File: config.mk
export PLATFORM = sky130hd
export DESIGN_NAME = mfo_status_out_sel
export DESIGN_NICKNAME = d
export VERILOG_FILES = /design/src/hdl/mfo_pkg.sv /design/src/hdl/mfo_on_off_timer.sv /design/src/hdl/mfo_status_out_sel.sv
export SDC_FILE = /design/constraint.sdc
export NUM_CORES = 1
export LEC_CHECK = 0
export BUFFER_PORTS_ARGS = -buffer_cell sky130_fd_sc_hd__buf_2
export CAP_MARGIN = 0
export CORE_ASPECT_RATIO = 1.2
export CORE_MARGIN = 2
export CORE_UTILIZATION = 62
export CTS_CLUSTER_SIZE = 14
export DETAILED_ROUTE_END_ITERATION = 8
export MAX_ROUTING_LAYER = met4
export PLACE_DENSITY_LB_ADDON = 0.12
export REMOVE_ABC_BUFFERS = 1
export SLEW_MARGIN = 0
export SYNTH_ARGS = -nofsm -noshare
export SYNTH_HDL_FRONTEND = slang
export SYNTH_SLANG_ARGS = --single-unit
File: constraint.sdc
create_clock -name core_clk -period 11.8 [get_ports core_clk]
set_input_delay 3.54 -clock core_clk [delete_from_list [all_inputs] [get_ports core_clk]]
set_output_delay 3.54 -clock core_clk [all_outputs]
set_load 0.02 [all_outputs]
File: src/hdl/mfo_pkg.sv
// Package: constants, register map and function codes for the output terminal selector
// Functional notes
// - Three selectors, reset codes 0, 1, 2; no change while the drive operates.
// - Code 0 on while run command on or output voltage present.
// - Code 37 on only while frequency output, off in baseblock, DC braking, stop.
// - Code 1 on below zero-speed level: 0.1, 0.5 or 1.2 Hz per mode.
// - Code 43 is inverse of zero-speed status.
// - Code 6 on once startup initialisation finished without fault.
// - Code 7 on while DC bus undervoltage detected.
// - Code 8 on while output stage is held in baseblock.
// - Code 9 on when keypad is frequency reference source.
// - Code A on when keypad is run command source.
// - Code E on any major fault except two excluded codes; ignores minor faults.
// - Code 10 on whenever a minor fault occurs.
// - Code 11 on while a fault reset command is input.
// - Code 1A on while reverse run active, also in DC braking and baseblock.
// - Code 1B off while baseblock command input asserted, on otherwise.
// - Code 1C off for motor 1, on for motor 2.
// - Code 1D on while motor runs regeneratively.
// - Code 40 closes when brake must be released.
// - Code 41 closes when motor contactors must be closed.
// - Code 38 on while any cooling fan runs.
// - Code 42 compares speed with door-zone level during deceleration; off on release.
// - Codes 46 and 47 switch when both hardware baseblock inputs are enabled.
// - Code 12 follows timer input after on-delay and off-delay.
package mfo_pkg;
  // Register byte addresses
  localparam logic [7:0] ADDR_SEL = 8'h00;
  localparam logic [7:0] ADDR_CFG = 8'h04;
  localparam logic [7:0] ADDR_DZ_LEVEL = 8'h08;
  localparam logic [7:0] ADDR_TMR_ON = 8'h0C;
  localparam logic [7:0] ADDR_TMR_OFF = 8'h10;
  localparam logic [7:0] ADDR_STATUS = 8'h14;
  // Field positions
  localparam int SEL1_LSB = 0;
  localparam int SEL2_LSB = 8;
  localparam int SEL3_LSB = 16;
  localparam int ST_ZS_BIT = 3;
  localparam int ST_DZ_BIT = 4;
  localparam int ST_TMR_BIT = 5;
  localparam int ST_OPER_BIT = 6;
  localparam int ST_REFUSED_BIT = 8;
  // Reset values
  localparam logic [7:0] SEL1_RST = 8'h00;
  localparam logic [7:0] SEL2_RST = 8'h01;
  localparam logic [7:0] SEL3_RST = 8'h02;
  localparam logic [1:0] MODE_RST = 2'h0;
  localparam logic [15:0] DZ_LEVEL_RST = 16'h0000;
  localparam logic [15:0] TMR_RST = 16'h0000;
  // Control modes
  localparam logic [1:0] MODE_VF = 2'h0;
  localparam logic [1:0] MODE_OLV = 2'h1;
  localparam logic [1:0] MODE_CLV = 2'h2;
  localparam logic [1:0] MODE_CLV_PM = 2'h3;
  // Zero-speed levels in 0.01 Hz units (0.1, 0.5 and 1.2 Hz)
  localparam logic [15:0] ZS_LVL_CLV = 16'h000A;
  localparam logic [15:0] ZS_LVL_OLV = 16'h0032;
  localparam logic [15:0] ZS_LVL_VF = 16'h0078;
  // Excluded fault codes; values are arbitrary
  localparam logic [7:0] EXCL_FAULT_A = 8'h01;
  localparam logic [7:0] EXCL_FAULT_B = 8'h02;
  // Timer tick: 1 ms at a 10 ns clock
  localparam int unsigned CLK_PERIOD_NS = 10;
  localparam int unsigned TICK_PERIOD_NS = 1000000;
  localparam int unsigned TICK_CYCLES = TICK_PERIOD_NS / CLK_PERIOD_NS;
  // Function codes
  localparam logic [7:0] FN_RUN = 8'h00;
  localparam logic [7:0] FN_ZERO_SPD = 8'h01;
  localparam logic [7:0] FN_FREQ_AGREE = 8'h02;
  localparam logic [7:0] FN_READY = 8'h06;
  localparam logic [7:0] FN_UNDERVOLT = 8'h07;
  localparam logic [7:0] FN_BASEBLOCK = 8'h08;
  localparam logic [7:0] FN_FREF_KP = 8'h09;
  localparam logic [7:0] FN_RUN_KP = 8'h0A;
  localparam logic [7:0] FN_FAULT = 8'h0E;
  localparam logic [7:0] FN_MINOR = 8'h10;
  localparam logic [7:0] FN_FRST = 8'h11;
  localparam logic [7:0] FN_TIMER = 8'h12;
  localparam logic [7:0] FN_REVERSE = 8'h1A;
  localparam logic [7:0] FN_BB2 = 8'h1B;
  localparam logic [7:0] FN_MOTOR2 = 8'h1C;
  localparam logic [7:0] FN_REGEN = 8'h1D;
  localparam logic [7:0] FN_RESTART = 8'h1E;
  localparam logic [7:0] FN_TORQUE_LIM = 8'h30;
  localparam logic [7:0] FN_ZSERVO_END = 8'h33;
  localparam logic [7:0] FN_RUN2 = 8'h37;
  localparam logic [7:0] FN_FAN = 8'h38;
  localparam logic [7:0] FN_BRAKE = 8'h40;
  localparam logic [7:0] FN_CONTACTOR = 8'h41;
  localparam logic [7:0] FN_DOOR_ZONE = 8'h42;
  localparam logic [7:0] FN_NOT_ZERO = 8'h43;
  localparam logic [7:0] FN_LL_FWD = 8'h44;
  localparam logic [7:0] FN_LL_REV = 8'h45;
  localparam logic [7:0] FN_BLK_MON1 = 8'h46;
  localparam logic [7:0] FN_BLK_MON2 = 8'h47;
endpackage : mfo_pkg

File: src/hdl/mfo_on_off_timer.sv
// On/off delay timer counted in 1 ms ticks
`timescale 1ns/1ps
module mfo_on_off_timer #(
  parameter int unsigned TICK_CYCLES = mfo_pkg::TICK_CYCLES
) (
  input wire logic core_clk,
  input wire logic rst,
  input wire logic level_in,
  input wire logic [15:0] on_delay,
  input wire logic [15:0] off_delay,
  output logic level_out
);
  typedef struct packed {
    logic [31:0] presc;
    logic [15:0] cnt;
    logic out;
  } mfo_tmr_t;

  mfo_tmr_t q;
  mfo_tmr_t d;
  logic tick;

  always_comb begin
    d = q;
    tick = (q.presc == 32'(TICK_CYCLES - 1));
    if (tick) begin
      d.presc = 32'h0;
    end else begin
      d.presc = q.presc + 32'h1;
    end
    // Any return to the current state restarts the delay
    if (level_in == q.out) begin
      d.cnt = 16'h0;
    end else if (tick) begin
      if (q.cnt >= (q.out ? off_delay : on_delay)) begin
        d.out = level_in;
        d.cnt = 16'h0;
      end else begin
        d.cnt = q.cnt + 16'h1;
      end
    end
  end

  always_ff @(posedge core_clk or posedge rst) begin
    if (rst) begin
      q <= '0;
    end else begin
      q <= d;
    end
  end

  assign level_out = q.out;
endmodule : mfo_on_off_timer

File: src/hdl/mfo_status_out_sel.sv
// Multifunction output terminal selector with Avalon-MM register access
`timescale 1ns/1ps
module mfo_status_out_sel #(
  parameter int unsigned TICK_CYCLES = mfo_pkg::TICK_CYCLES
) (
  input wire logic core_clk,
  input wire logic rst,
  // Avalon-MM slave
  input wire logic [7:0] avs_address,
  input wire logic avs_read,
  input wire logic avs_write,
  input wire logic [31:0] avs_writedata,
  input wire logic [3:0] avs_byteenable,
  output logic [31:0] avs_readdata,
  output logic avs_waitrequest,
  // Drive status, same clock
  input wire logic run_cmd,
  input wire logic volt_out,
  input wire logic freq_out_active,
  input wire logic dc_inj,
  input wire logic baseblock,
  input wire logic [15:0] freq_out,
  input wire logic [15:0] motor_speed,
  input wire logic decel,
  input wire logic updown_cmd,
  input wire logic init_done,
  input wire logic fault_major,
  input wire logic [7:0] fault_code,
  input wire logic minor_fault,
  input wire logic undervolt,
  input wire logic fref_keypad,
  input wire logic run_src_keypad,
  input wire logic fault_reset_in,
  input wire logic reverse_cmd,
  input wire logic blk_cmd_in,
  input wire logic motor2_sel,
  input wire logic regen,
  input wire logic brake_release,
  input wire logic contactor_close,
  input wire logic fan_on,
  input wire logic freq_agree,
  input wire logic restart_en,
  input wire logic torque_limit,
  input wire logic zero_servo_end,
  input wire logic light_load_fwd,
  input wire logic light_load_rev,
  // Pins from outside the clock domain
  input wire logic hw_block_in_a,
  input wire logic hw_block_in_b,
  input wire logic timer_in,
  // Terminals
  output logic term1_out,
  output logic term2_out,
  output logic term3_out
);
  typedef struct packed {
    logic run;
    logic zero_spd;
    logic freq_agree;
    logic ready;
    logic uv;
    logic blk;
    logic fref_kp;
    logic run_kp;
    logic fault;
    logic minor;
    logic frst;
    logic timer;
    logic rev;
    logic bb2;
    logic m2;
    logic regen;
    logic restart;
    logic tlim;
    logic zservo;
    logic run2;
    logic fan;
    logic brake;
    logic cont;
    logic dz;
    logic llf;
    logic llr;
    logic bbmon;
  } mfo_src_t;

  typedef struct packed {
    logic [7:0] out_term1_func_sel;
    logic [7:0] out_term2_func_sel;
    logic [7:0] out_term3_func_sel;
    logic [1:0] mode;
    logic [15:0] door_zone_speed_level;
    logic [15:0] timer_on_delay;
    logic [15:0] timer_off_delay;
    logic sel_refused;
    logic ack;
    logic [31:0] rdata;
    logic [1:0] bba_sync;
    logic [1:0] bbb_sync;
    logic [1:0] tmr_sync;
    logic dz;
    logic [2:0] term;
  } mfo_state_t;

  mfo_state_t q;
  mfo_state_t d;
  mfo_src_t src;
  logic timer_out;
  logic operating;
  logic [15:0] zs_level;
  logic zero_spd;
  logic [15:0] dz_speed;
  logic [31:0] status_word;
  logic [31:0] sel_word;
  logic req;

  // Byte-lane merge of a write into a stored register
  function automatic logic [31:0] be_merge(
    input logic [31:0] old,
    input logic [31:0] wdata,
    input logic [3:0] be
  );
    logic [31:0] r;
    r = old;
    for (int i = 0; i < 4; i++) begin
      if (be[i]) begin
        r[i*8 +: 8] = wdata[i*8 +: 8];
      end
    end
    return r;
  endfunction : be_merge

  // Terminal level for one function code
  function automatic logic select_out(input logic [7:0] code, input mfo_src_t s);
    logic r;
    r = 1'b0;
    case (code)
      mfo_pkg::FN_RUN: r = s.run;
      mfo_pkg::FN_ZERO_SPD: r = s.zero_spd;
      mfo_pkg::FN_NOT_ZERO: r = ~s.zero_spd;
      mfo_pkg::FN_RUN2: r = s.run2;
      mfo_pkg::FN_READY: r = s.ready;
      mfo_pkg::FN_UNDERVOLT: r = s.uv;
      mfo_pkg::FN_BASEBLOCK: r = s.blk;
      mfo_pkg::FN_FREF_KP: r = s.fref_kp;
      mfo_pkg::FN_RUN_KP: r = s.run_kp;
      mfo_pkg::FN_FAULT: r = s.fault;
      mfo_pkg::FN_MINOR: r = s.minor;
      mfo_pkg::FN_FRST: r = s.frst;
      mfo_pkg::FN_TIMER: r = s.timer;
      mfo_pkg::FN_REVERSE: r = s.rev;
      mfo_pkg::FN_BB2: r = s.bb2;
      mfo_pkg::FN_MOTOR2: r = s.m2;
      mfo_pkg::FN_REGEN: r = s.regen;
      mfo_pkg::FN_BRAKE: r = s.brake;
      mfo_pkg::FN_CONTACTOR: r = s.cont;
      mfo_pkg::FN_FAN: r = s.fan;
      mfo_pkg::FN_DOOR_ZONE: r = s.dz;
      mfo_pkg::FN_BLK_MON1: r = s.bbmon;
      mfo_pkg::FN_BLK_MON2: r = ~s.bbmon;
      mfo_pkg::FN_FREQ_AGREE: r = s.freq_agree;
      mfo_pkg::FN_RESTART: r = s.restart;
      mfo_pkg::FN_TORQUE_LIM: r = s.tlim;
      mfo_pkg::FN_ZSERVO_END: r = s.zservo;
      mfo_pkg::FN_LL_FWD: r = s.llf;
      mfo_pkg::FN_LL_REV: r = s.llr;
      // Unknown codes hold the terminal off
      default: r = 1'b0;
    endcase
    return r;
  endfunction : select_out

  // Timer function fed from the synchronised timer pin
  mfo_on_off_timer #(
    .TICK_CYCLES(TICK_CYCLES)
  ) u_timer (
    .core_clk(core_clk),
    .rst(rst),
    .level_in(q.tmr_sync[1]),
    .on_delay(q.timer_on_delay),
    .off_delay(q.timer_off_delay),
    .level_out(timer_out)
  );

  // The drive counts as operating while commanded or while voltage is out
  assign operating = run_cmd | volt_out;

  // Zero-speed level follows the control mode
  always_comb begin
    case (q.mode)
      mfo_pkg::MODE_VF: zs_level = mfo_pkg::ZS_LVL_VF;
      mfo_pkg::MODE_OLV: zs_level = mfo_pkg::ZS_LVL_OLV;
      default: zs_level = mfo_pkg::ZS_LVL_CLV;
    endcase
  end

  assign zero_spd = (freq_out < zs_level);

  // Closed loop compares motor speed, the others output frequency
  assign dz_speed = (q.mode == mfo_pkg::MODE_CLV || q.mode == mfo_pkg::MODE_CLV_PM) ?
                    motor_speed : freq_out;

  always_comb begin
    src = '0;
    src.run = run_cmd | volt_out;
    src.run2 = freq_out_active & ~baseblock & ~dc_inj;
    src.zero_spd = zero_spd;
    src.ready = init_done & ~fault_major;
    src.uv = undervolt;
    src.blk = baseblock;
    src.fref_kp = fref_keypad;
    src.run_kp = run_src_keypad;
    src.fault = fault_major & (fault_code != mfo_pkg::EXCL_FAULT_A) &
                (fault_code != mfo_pkg::EXCL_FAULT_B);
    src.minor = minor_fault;
    src.frst = fault_reset_in;
    src.timer = timer_out;
    // Direction comes from the command, so DC braking and baseblock keep it
    src.rev = reverse_cmd;
    src.bb2 = ~blk_cmd_in;
    src.m2 = motor2_sel;
    src.regen = regen;
    src.brake = brake_release;
    src.cont = contactor_close;
    src.fan = fan_on;
    src.dz = q.dz;
    src.bbmon = q.bba_sync[1] & q.bbb_sync[1];
    src.freq_agree = freq_agree;
    src.restart = restart_en;
    src.tlim = torque_limit;
    src.zservo = zero_servo_end;
    src.llf = light_load_fwd;
    src.llr = light_load_rev;
  end

  assign sel_word = {8'h00, q.out_term3_func_sel, q.out_term2_func_sel,
                     q.out_term1_func_sel};

  always_comb begin
    status_word = 32'h0;
    status_word[2:0] = q.term;
    status_word[mfo_pkg::ST_ZS_BIT] = zero_spd;
    status_word[mfo_pkg::ST_DZ_BIT] = q.dz;
    status_word[mfo_pkg::ST_TMR_BIT] = timer_out;
    status_word[mfo_pkg::ST_OPER_BIT] = operating;
    status_word[mfo_pkg::ST_REFUSED_BIT] = q.sel_refused;
  end

  // One wait cycle per access keeps read data registered
  assign req = avs_read | avs_write;
  assign avs_waitrequest = req & ~q.ack;

  always_comb begin
    logic [31:0] merged;
    logic refuse_set;
    logic refuse_clr;
    merged = 32'h0;
    refuse_set = 1'b0;
    refuse_clr = 1'b0;
    d = q;
    d.ack = req & ~q.ack;
    // Pins pass two flops before use
    d.bba_sync = {q.bba_sync[0], hw_block_in_a};
    d.bbb_sync = {q.bbb_sync[0], hw_block_in_b};
    d.tmr_sync = {q.tmr_sync[0], timer_in};
    if (avs_read && !q.ack) begin
      case ({avs_address[7:2], 2'b00})
        mfo_pkg::ADDR_SEL: d.rdata = sel_word;
        mfo_pkg::ADDR_CFG: d.rdata = {30'h0, q.mode};
        mfo_pkg::ADDR_DZ_LEVEL: d.rdata = {16'h0, q.door_zone_speed_level};
        mfo_pkg::ADDR_TMR_ON: d.rdata = {16'h0, q.timer_on_delay};
        mfo_pkg::ADDR_TMR_OFF: d.rdata = {16'h0, q.timer_off_delay};
        mfo_pkg::ADDR_STATUS: d.rdata = status_word;
        default: d.rdata = 32'h0;
      endcase
    end
    // Writes take effect at the edge after the wait, where waitrequest is sampled low
    if (avs_write && q.ack) begin
      case ({avs_address[7:2], 2'b00})
        mfo_pkg::ADDR_SEL: begin
          if (operating) begin
            refuse_set = 1'b1;
          end else begin
            merged = be_merge(sel_word, avs_writedata, avs_byteenable);
            d.out_term1_func_sel = merged[mfo_pkg::SEL1_LSB +: 8];
            d.out_term2_func_sel = merged[mfo_pkg::SEL2_LSB +: 8];
            d.out_term3_func_sel = merged[mfo_pkg::SEL3_LSB +: 8];
          end
        end
        mfo_pkg::ADDR_CFG: begin
          merged = be_merge({30'h0, q.mode}, avs_writedata, avs_byteenable);
          d.mode = merged[1:0];
        end
        mfo_pkg::ADDR_DZ_LEVEL: begin
          merged = be_merge({16'h0, q.door_zone_speed_level}, avs_writedata,
                            avs_byteenable);
          d.door_zone_speed_level = merged[15:0];
        end
        mfo_pkg::ADDR_TMR_ON: begin
          merged = be_merge({16'h0, q.timer_on_delay}, avs_writedata, avs_byteenable);
          d.timer_on_delay = merged[15:0];
        end
        mfo_pkg::ADDR_TMR_OFF: begin
          merged = be_merge({16'h0, q.timer_off_delay}, avs_writedata, avs_byteenable);
          d.timer_off_delay = merged[15:0];
        end
        mfo_pkg::ADDR_STATUS: begin
          refuse_clr = avs_byteenable[1] & avs_writedata[mfo_pkg::ST_REFUSED_BIT];
        end
        default: begin
          merged = 32'h0;
        end
      endcase
    end
    // A refusal in the clearing cycle survives the clear
    if (refuse_set) begin
      d.sel_refused = 1'b1;
    end else if (refuse_clr) begin
      d.sel_refused = 1'b0;
    end
    // Door zone holds between deceleration phases, drops on command release
    if (!updown_cmd) begin
      d.dz = 1'b0;
    end else if (decel) begin
      d.dz = (dz_speed > q.door_zone_speed_level);
    end
    d.term[0] = select_out(q.out_term1_func_sel, src);
    d.term[1] = select_out(q.out_term2_func_sel, src);
    d.term[2] = select_out(q.out_term3_func_sel, src);
  end

  always_ff @(posedge core_clk or posedge rst) begin
    if (rst) begin
      q <= '0;
      q.out_term1_func_sel <= mfo_pkg::SEL1_RST;
      q.out_term2_func_sel <= mfo_pkg::SEL2_RST;
      q.out_term3_func_sel <= mfo_pkg::SEL3_RST;
      q.mode <= mfo_pkg::MODE_RST;
      q.door_zone_speed_level <= mfo_pkg::DZ_LEVEL_RST;
      q.timer_on_delay <= mfo_pkg::TMR_RST;
      q.timer_off_delay <= mfo_pkg::TMR_RST;
      q.term <= 3'h0;
    end else begin
      q <= d;
    end
  end

  assign avs_readdata = q.rdata;
  assign term1_out = q.term[0];
  assign term2_out = q.term[1];
  assign term3_out = q.term[2];
endmodule : mfo_status_out_sel

==> results of run 1 <==
[cells in the mapped netlist (17+ instances only)]
library cell | n | area, µm²
dfrtp_1 | 157 | 3930
nand2_1 | 106 | 398
mux2_2 | 79 | 890
o21ai_0 | 67 | 335
nand3_1 | 51 | 255
nor2_1 | 44 | 165
clkbuf_1 | 40 | 150
ha_1 | 38 | 475
inv_1 | 34 | 128
a21oi_1 | 33 | 165
buf_4 | 32 | 240
nor4_1 | 23 | 144
xnor2_1 | 22 | 193
mux2i_1 | 21 | 210
nor2b_1 | 18 | 113
nand4_1 | 17 | 106
[cell usage in the layout, fill, tap and decap left out, types with 8 or more instances in the layout]
cell,Yosys,layout
dfrtp_1,157,157
buf_2,10,134
nand2_1,106,106
mux2_2,79,79
o21ai_0,67,67
nand3_1,51,51
nor2_1,44,44
ha_1,38,38
inv_1,34,33
a21oi_1,33,33
nor4_1,23,22
xnor2_1,22,22
mux2i_1,21,21
nor2b_1,18,18
nand4_1,17,17
clkbuf_16,0,17
and3_1,12,12
a21o_1,12,12
a221oi_1,12,12
a31oi_1,11,11
nor3_1,11,11
o311ai_0,10,10
a22o_1,10,10
a22oi_1,10,10
xor2_1,9,9
or3_1,8,8
conb_1,1,8
[worst max-delay path: cells and delay by family]
family,cells,cell delay [ps]
buf+inv,2,290
simple gates,2,150
[layer usage]
layer / global-route usage, % / wire length, µm / up-vias / part of all wire (%)
met3: 5.26 / 1360 / 47 / 5.6
met1: 39.3 / 10400 / 3885 / 43
met2: 48.5 / 11900 / 275 / 49
met4: 10.7 / 559 / 0 / 2.3
li1: - / - / 3818 / -
met5: - / 0 / - / 0
[state kept, by name (all words and copies together) (netlist names)]
signal and cells:
q 80, u_timer.q 48, avs_readdata 24, d 3, term1_out 1, term2_out 1
term3_out 1, u_timer.level_out 1
[worst max path at each step]
stage,start,end,slack [ps],cells past startpoint
6_report,avs_write,avs_waitrequest,4290,4
5_1_grt,avs_write,avs_waitrequest,4240,4
4_1_cts,avs_write,avs_waitrequest,4280,4
3_5_place_dp,avs_write,avs_waitrequest,4280,4
3_3_place_gp,avs_write,avs_waitrequest,4280,4
2_1_floorplan,rst,avs_readdata[0],3970,1
[area by class of cell]
cell class / instances / area share, %
clock buffers: 21 / 4.13
inverters: 34 / 1.22
diodes: 1 / 0.0230
multi-input cells: 734 / 47.5
flip-flops and latches: 159 / 36.5
clock inverters: 11 / 1.61
well taps: 208 / 2.39
repair buffers: 141 / 6.64
[cells by family after synthesis]
group / count (synthesis) / synth area share, %
and+or+nand+nor: 359 / 20.3
AOI/OAI and AO/OA: 197 / 13.4
DFF: 159 / 41.0
buffers and inverters: 119 / 5.97
muxes: 101 / 11.6
adders and majority gates: 38 / 4.90
xor gates and xnor gates: 31 / 2.80
other: 1 / 0.0387
[power breakdown]
part / internal, mW / switching [mW] / total, mW
clock network: 0.362 / 0.226 / 0.588
registers: 0.560 / 0.0142 / 0.574
logic: 0.0493 / 0.0752 / 0.124
==> impl_metrics.toml, run 1 <==
[clocking]
cts_buffer_depth = 2
clock_sinks = 159
post_cts_buffers = 0
ctsResizeCount = 0
cts.clk_slew.worst_paths_ps = 60
cts_buffers = 17
htree_num_levels = 4
insertion_delay_ps = 440
cts_tree = "done"
cts_hold_buf = 0
root_buffer = "clkbuf_16"

[synthesis]
syn_area_um2 = 9700
synthFlopType = "dfrtp_1"
yosysUniqueCellTypes = 70
synth_async_sr_flop_share_pct = 100
synth_seq_cells = 159
yosysWarnings = 0
syn_inst = 1005
syn_avg_cell_area_um2 = 9.65
synth_edf_count = 0
synth-seq-area-share_pct = 41.0

[worst_setup_path]
worst_r2r_endpoint = "u_timer.level_out"
r2r_slack_ps = 8570
worstPathRequired_ps = 8260
cp_slowest_cell = "buf_2"
crit_arrival_ps = 3970
r2r-start = "u_timer.level_out"
cp-end-kind = "output pin"
worstSetupStartpointType = "input port"
path_max_fanout = 5
rr_worst_depth = 9
slowest_delay_ps = 180
critPathKind = "in -> out"
crit_chain = "buf_2 > nor2_1 > nor2_1 > buf_2"

[sta]
fin_worst_skew_ps = 10.9
slew_headroom_pct = 35.0
period_needed_ps = 7510
hold_viol_final = 0
setup-tns-final_ps = 0
fmax_ghz = 0.133
hold_slack_ps = 351
fin_crit_sh_pct = 63.7
grt_setup_unrepaired = "no"
drv_slew = 0
worst_pin_slew_ps = 975
setup_viol = 0
fin_ws_ps = 4290

[die]
start_util_pct = 62.8
ios = 154
floorplan.core_area_um2 = 15500
rows = 50
die_h_um = 141
die_area_um2 = 16700
die_x_um = 118

[grt]
antenna_found_initial = 1
grt_overflow = 0
grt_max_degree = 83
gr-usage-all-layers_pct = 30.4
grt_pass1_wl_mm = 38.8
grt_pass1_vias = 7562

[placement]
dp_hpwl_mm = 17.6
place_area_um2 = 10300
pre_cts_ws_ps = 4280
globalplace.congestion = 0.936
place.port_buffers = 134
dp.cells = 1276

[final_layout]
multi_input_area_um2 = 5170
drive_above_1_share_pct = 25.2
final_cell_area_um2 = 10900
fin_util_pct = 70.5
seq_area_um2 = 3980
nFillCells = 1229
fin_cells = 1309
synthToLayoutAreaGrowth_pct = 12.3
fin_nets = 1243

[run]
cap_violations = 0

[power_and_ir_drop]
p_per_area_nw_per_um2 = 118
p_leak_nw = 5.00
finalPower_mw = 1.29
irDropWorstVdd_mv = 0.103

[drt]
wl_mm = 24.2
vias = 8025
drc = 0
wire_per_inst_um = 18.5
firstDrtPassIters = 5
via_per_inst = 6.13
drt_iter0_drc = 595
ant_nets = 0

[run_status]
status = "completed"

[worst_hold_path]
min-delay-start = "d[7]"
hold_end = "q[7]"
whs_path_depth = 0
min_path_type = "reg -> reg"
No activity file was read; power rests on OpenSTA's default activity.
==> run 2: changes to the inputs <==
Settings changed: ABC_AREA from default to 1, CORE_UTILIZATION 62 to 59.
Clock period 11.8 ns to 7 ns, I/O delays scaled along.
==> impl_metrics.toml, run 2 <==
[die]
die_x_um = 126
die_area_um2 = 19100
start_util_pct = 60.4
floorplan.core_area_um2 = 17600
rows = 53
die_h_um = 151
ios = 154

[sta]
setup_viol = 0
grt_setup_unrepaired = "no"
period_needed_ps = 4610
fin_crit_sh_pct = 65.9
fmax_ghz = 0.217
fin_ws_ps = 2390
slew_headroom_pct = 31.1
drv_slew = 0
worst_pin_slew_ps = 1030
hold_viol_final = 0
fin_worst_skew_ps = 13.8
setup-tns-final_ps = 0

[final_layout]
fin_cells = 1849
fin_nets = 1771
nFillCells = 1615
top_register = "q"
mostFrequentLayoutCell = "nand2_1"
final_cell_mix = "423 x nand2_1, 200 x inv_1, 199 x nor2_1"
largest_register_ffs = 80
fin_util_pct = 67.5
drive_above_1_share_pct = 12.9
synthToLayoutAreaGrowth_pct = 11.7

[synthesis]
synth_top_area_share_pct = 37.0
syn_area_um2 = 10600
synth_async_sr_flop_share_pct = 100
synth_seq_cells = 159
synthFlopType = "dfrtp_1"
synth-seq-area-share_pct = 37.5
synth_edf_count = 0
yosysUniqueCellTypes = 48
synth_commonest_cells = "423 x nand2_1, 201 x inv_1, 199 x nor2_1"
synth.most_common_cell = "nand2_1"
synthTopCellsByArea = "dfrtp_1 37%, nand2_1 15%, inv_1 7.1%"
yosysWarnings = 0
syn_avg_cell_area_um2 = 7.02
yosysTopAreaCell = "dfrtp_1"
syn_inst = 1513

[worst_setup_path]
r2r_slack_ps = 4290
crit_path_end = "avs_waitrequest"
path_max_fanout = 2
cp-end-kind = "output pin"
worstPathRequired_ps = 4900
r2r-start = "u_timer.level_out"
crit_arrival_ps = 2510
critPathKind = "in -> out"
setup.worst_path.start = "avs_read"
worstSetupStartpointType = "input port"
rr_worst_depth = 12
worst_r2r_endpoint = "u_timer.level_out"

[grt]
grt_pass1_wl_mm = 49.0
gr-usage-all-layers_pct = 33.5
grt_overflow = 0
antenna_found_initial = 1
grt_max_degree = 116
grt_pass1_vias = 9799

[drt]
wire_per_inst_um = 16.3
vias = 10100
ant_nets = 0
firstDrtPassIters = 5
wl_mm = 30.1
drt_iter0_drc = 722
via_per_inst = 5.48
drc = 0

[clocking]
cts_tree = "done"
cts_buffer_depth = 2
insertion_delay_ps = 440
cts_hold_buf = 0
post_cts_buffers = 0
root_buffer = "clkbuf_16"
cts_buffers = 17
clock_sinks = 159
htree_num_levels = 4
ctsResizeCount = 0
cts.clk_slew.worst_paths_ps = 70

[run]
cap_violations = 0

[placement]
place.port_buffers = 134
globalplace.congestion = 0.998
dp_hpwl_mm = 23.3
pre_cts_ws_ps = 2390
dp.cells = 1816

[worst_hold_path]
min_path_type = "reg -> reg"

[run_status]
status = "completed"

[power_and_ir_drop]
p_per_area_nw_per_um2 = 188
irDropWorstVdd_mv = 0.181
p_leak_nw = 6.24
==> run 2: metrics by stage <==
step                      power [mW]  cell area, µm²  hold slack, ps
after floorplan                 1.10           10200             331
after detailed placement        1.21           11200             337
after global routing            2.30           11900             359
after CTS                       2.23           11900             357
after global placement          1.20           11200             337
final                           2.23           11900             352
==> run 2: worst min-delay path by stage <==
stage	startpoint	endpoint	depth (start not counted)
6_report	d[7]	q[7]	0
5_1_grt	d[7]	q[7]	0
4_1_cts	d[7]	q[7]	0
3_5_place_dp	d[5]	q[5]	0
3_3_place_gp	d[7]	q[7]	0
2_1_floorplan	d[5]	q[5]	0
==> run 2: kinds of logic (layout without fill, tap and decap cells) <==
logic type / after synthesis / after routing / synth area share (%)
flip-flops: 159 / 159 / 37.5
buffers and inverters: 270 / 378 / 11.3
AND/OR/NAND/NOR: 828 / 828 / 33.7
adder cells (fa/ha/maj): 38 / 38 / 4.48
multiplexers: 16 / 16 / 1.51
AO/OA/AOI/OAI: 167 / 167 / 8.66
XOR/XNOR: 34 / 34 / 2.81
other: 1 / 9 / 0.0353
==> run 2: cell type report <==
class	count	area, µm²	area share, %
tap	220	275	2.32
timing repair buffer	139	708	5.97
clock inverter	15	219	1.85
antenna	1	2.50	0.0211
multi-input combinational	1091	5460	46.1
sequential	159	3980	33.6
clock buffer	17	425	3.59
inverter	207	782	6.60
==> run 2: routing by layer <==
layer / track usage (%) / vias to the layer above / part of all wire [%]
li1: - / 5000 / -
met1: 40.0 / 4654 / 41
met2: 56.6 / 380 / 49
met3: 4.84 / 93 / 5.7
met4: 15.1 / 0 / 4.5
met5: - / - / 0
==> run 2: report_power, final <==
group / switching [mW] / internal, mW / leakage, nW
combinational: 0.161 / 0.0694 / 3.86
sequential: 0.0188 / 0.942 / 2.06
clock: 0.425 / 0.610 / 0.320
==> run 2: critical path, stage by stage <==
cell,delay (ps)
buf_2,90
nor2_1,40
nor2_1,100
buf_2,180
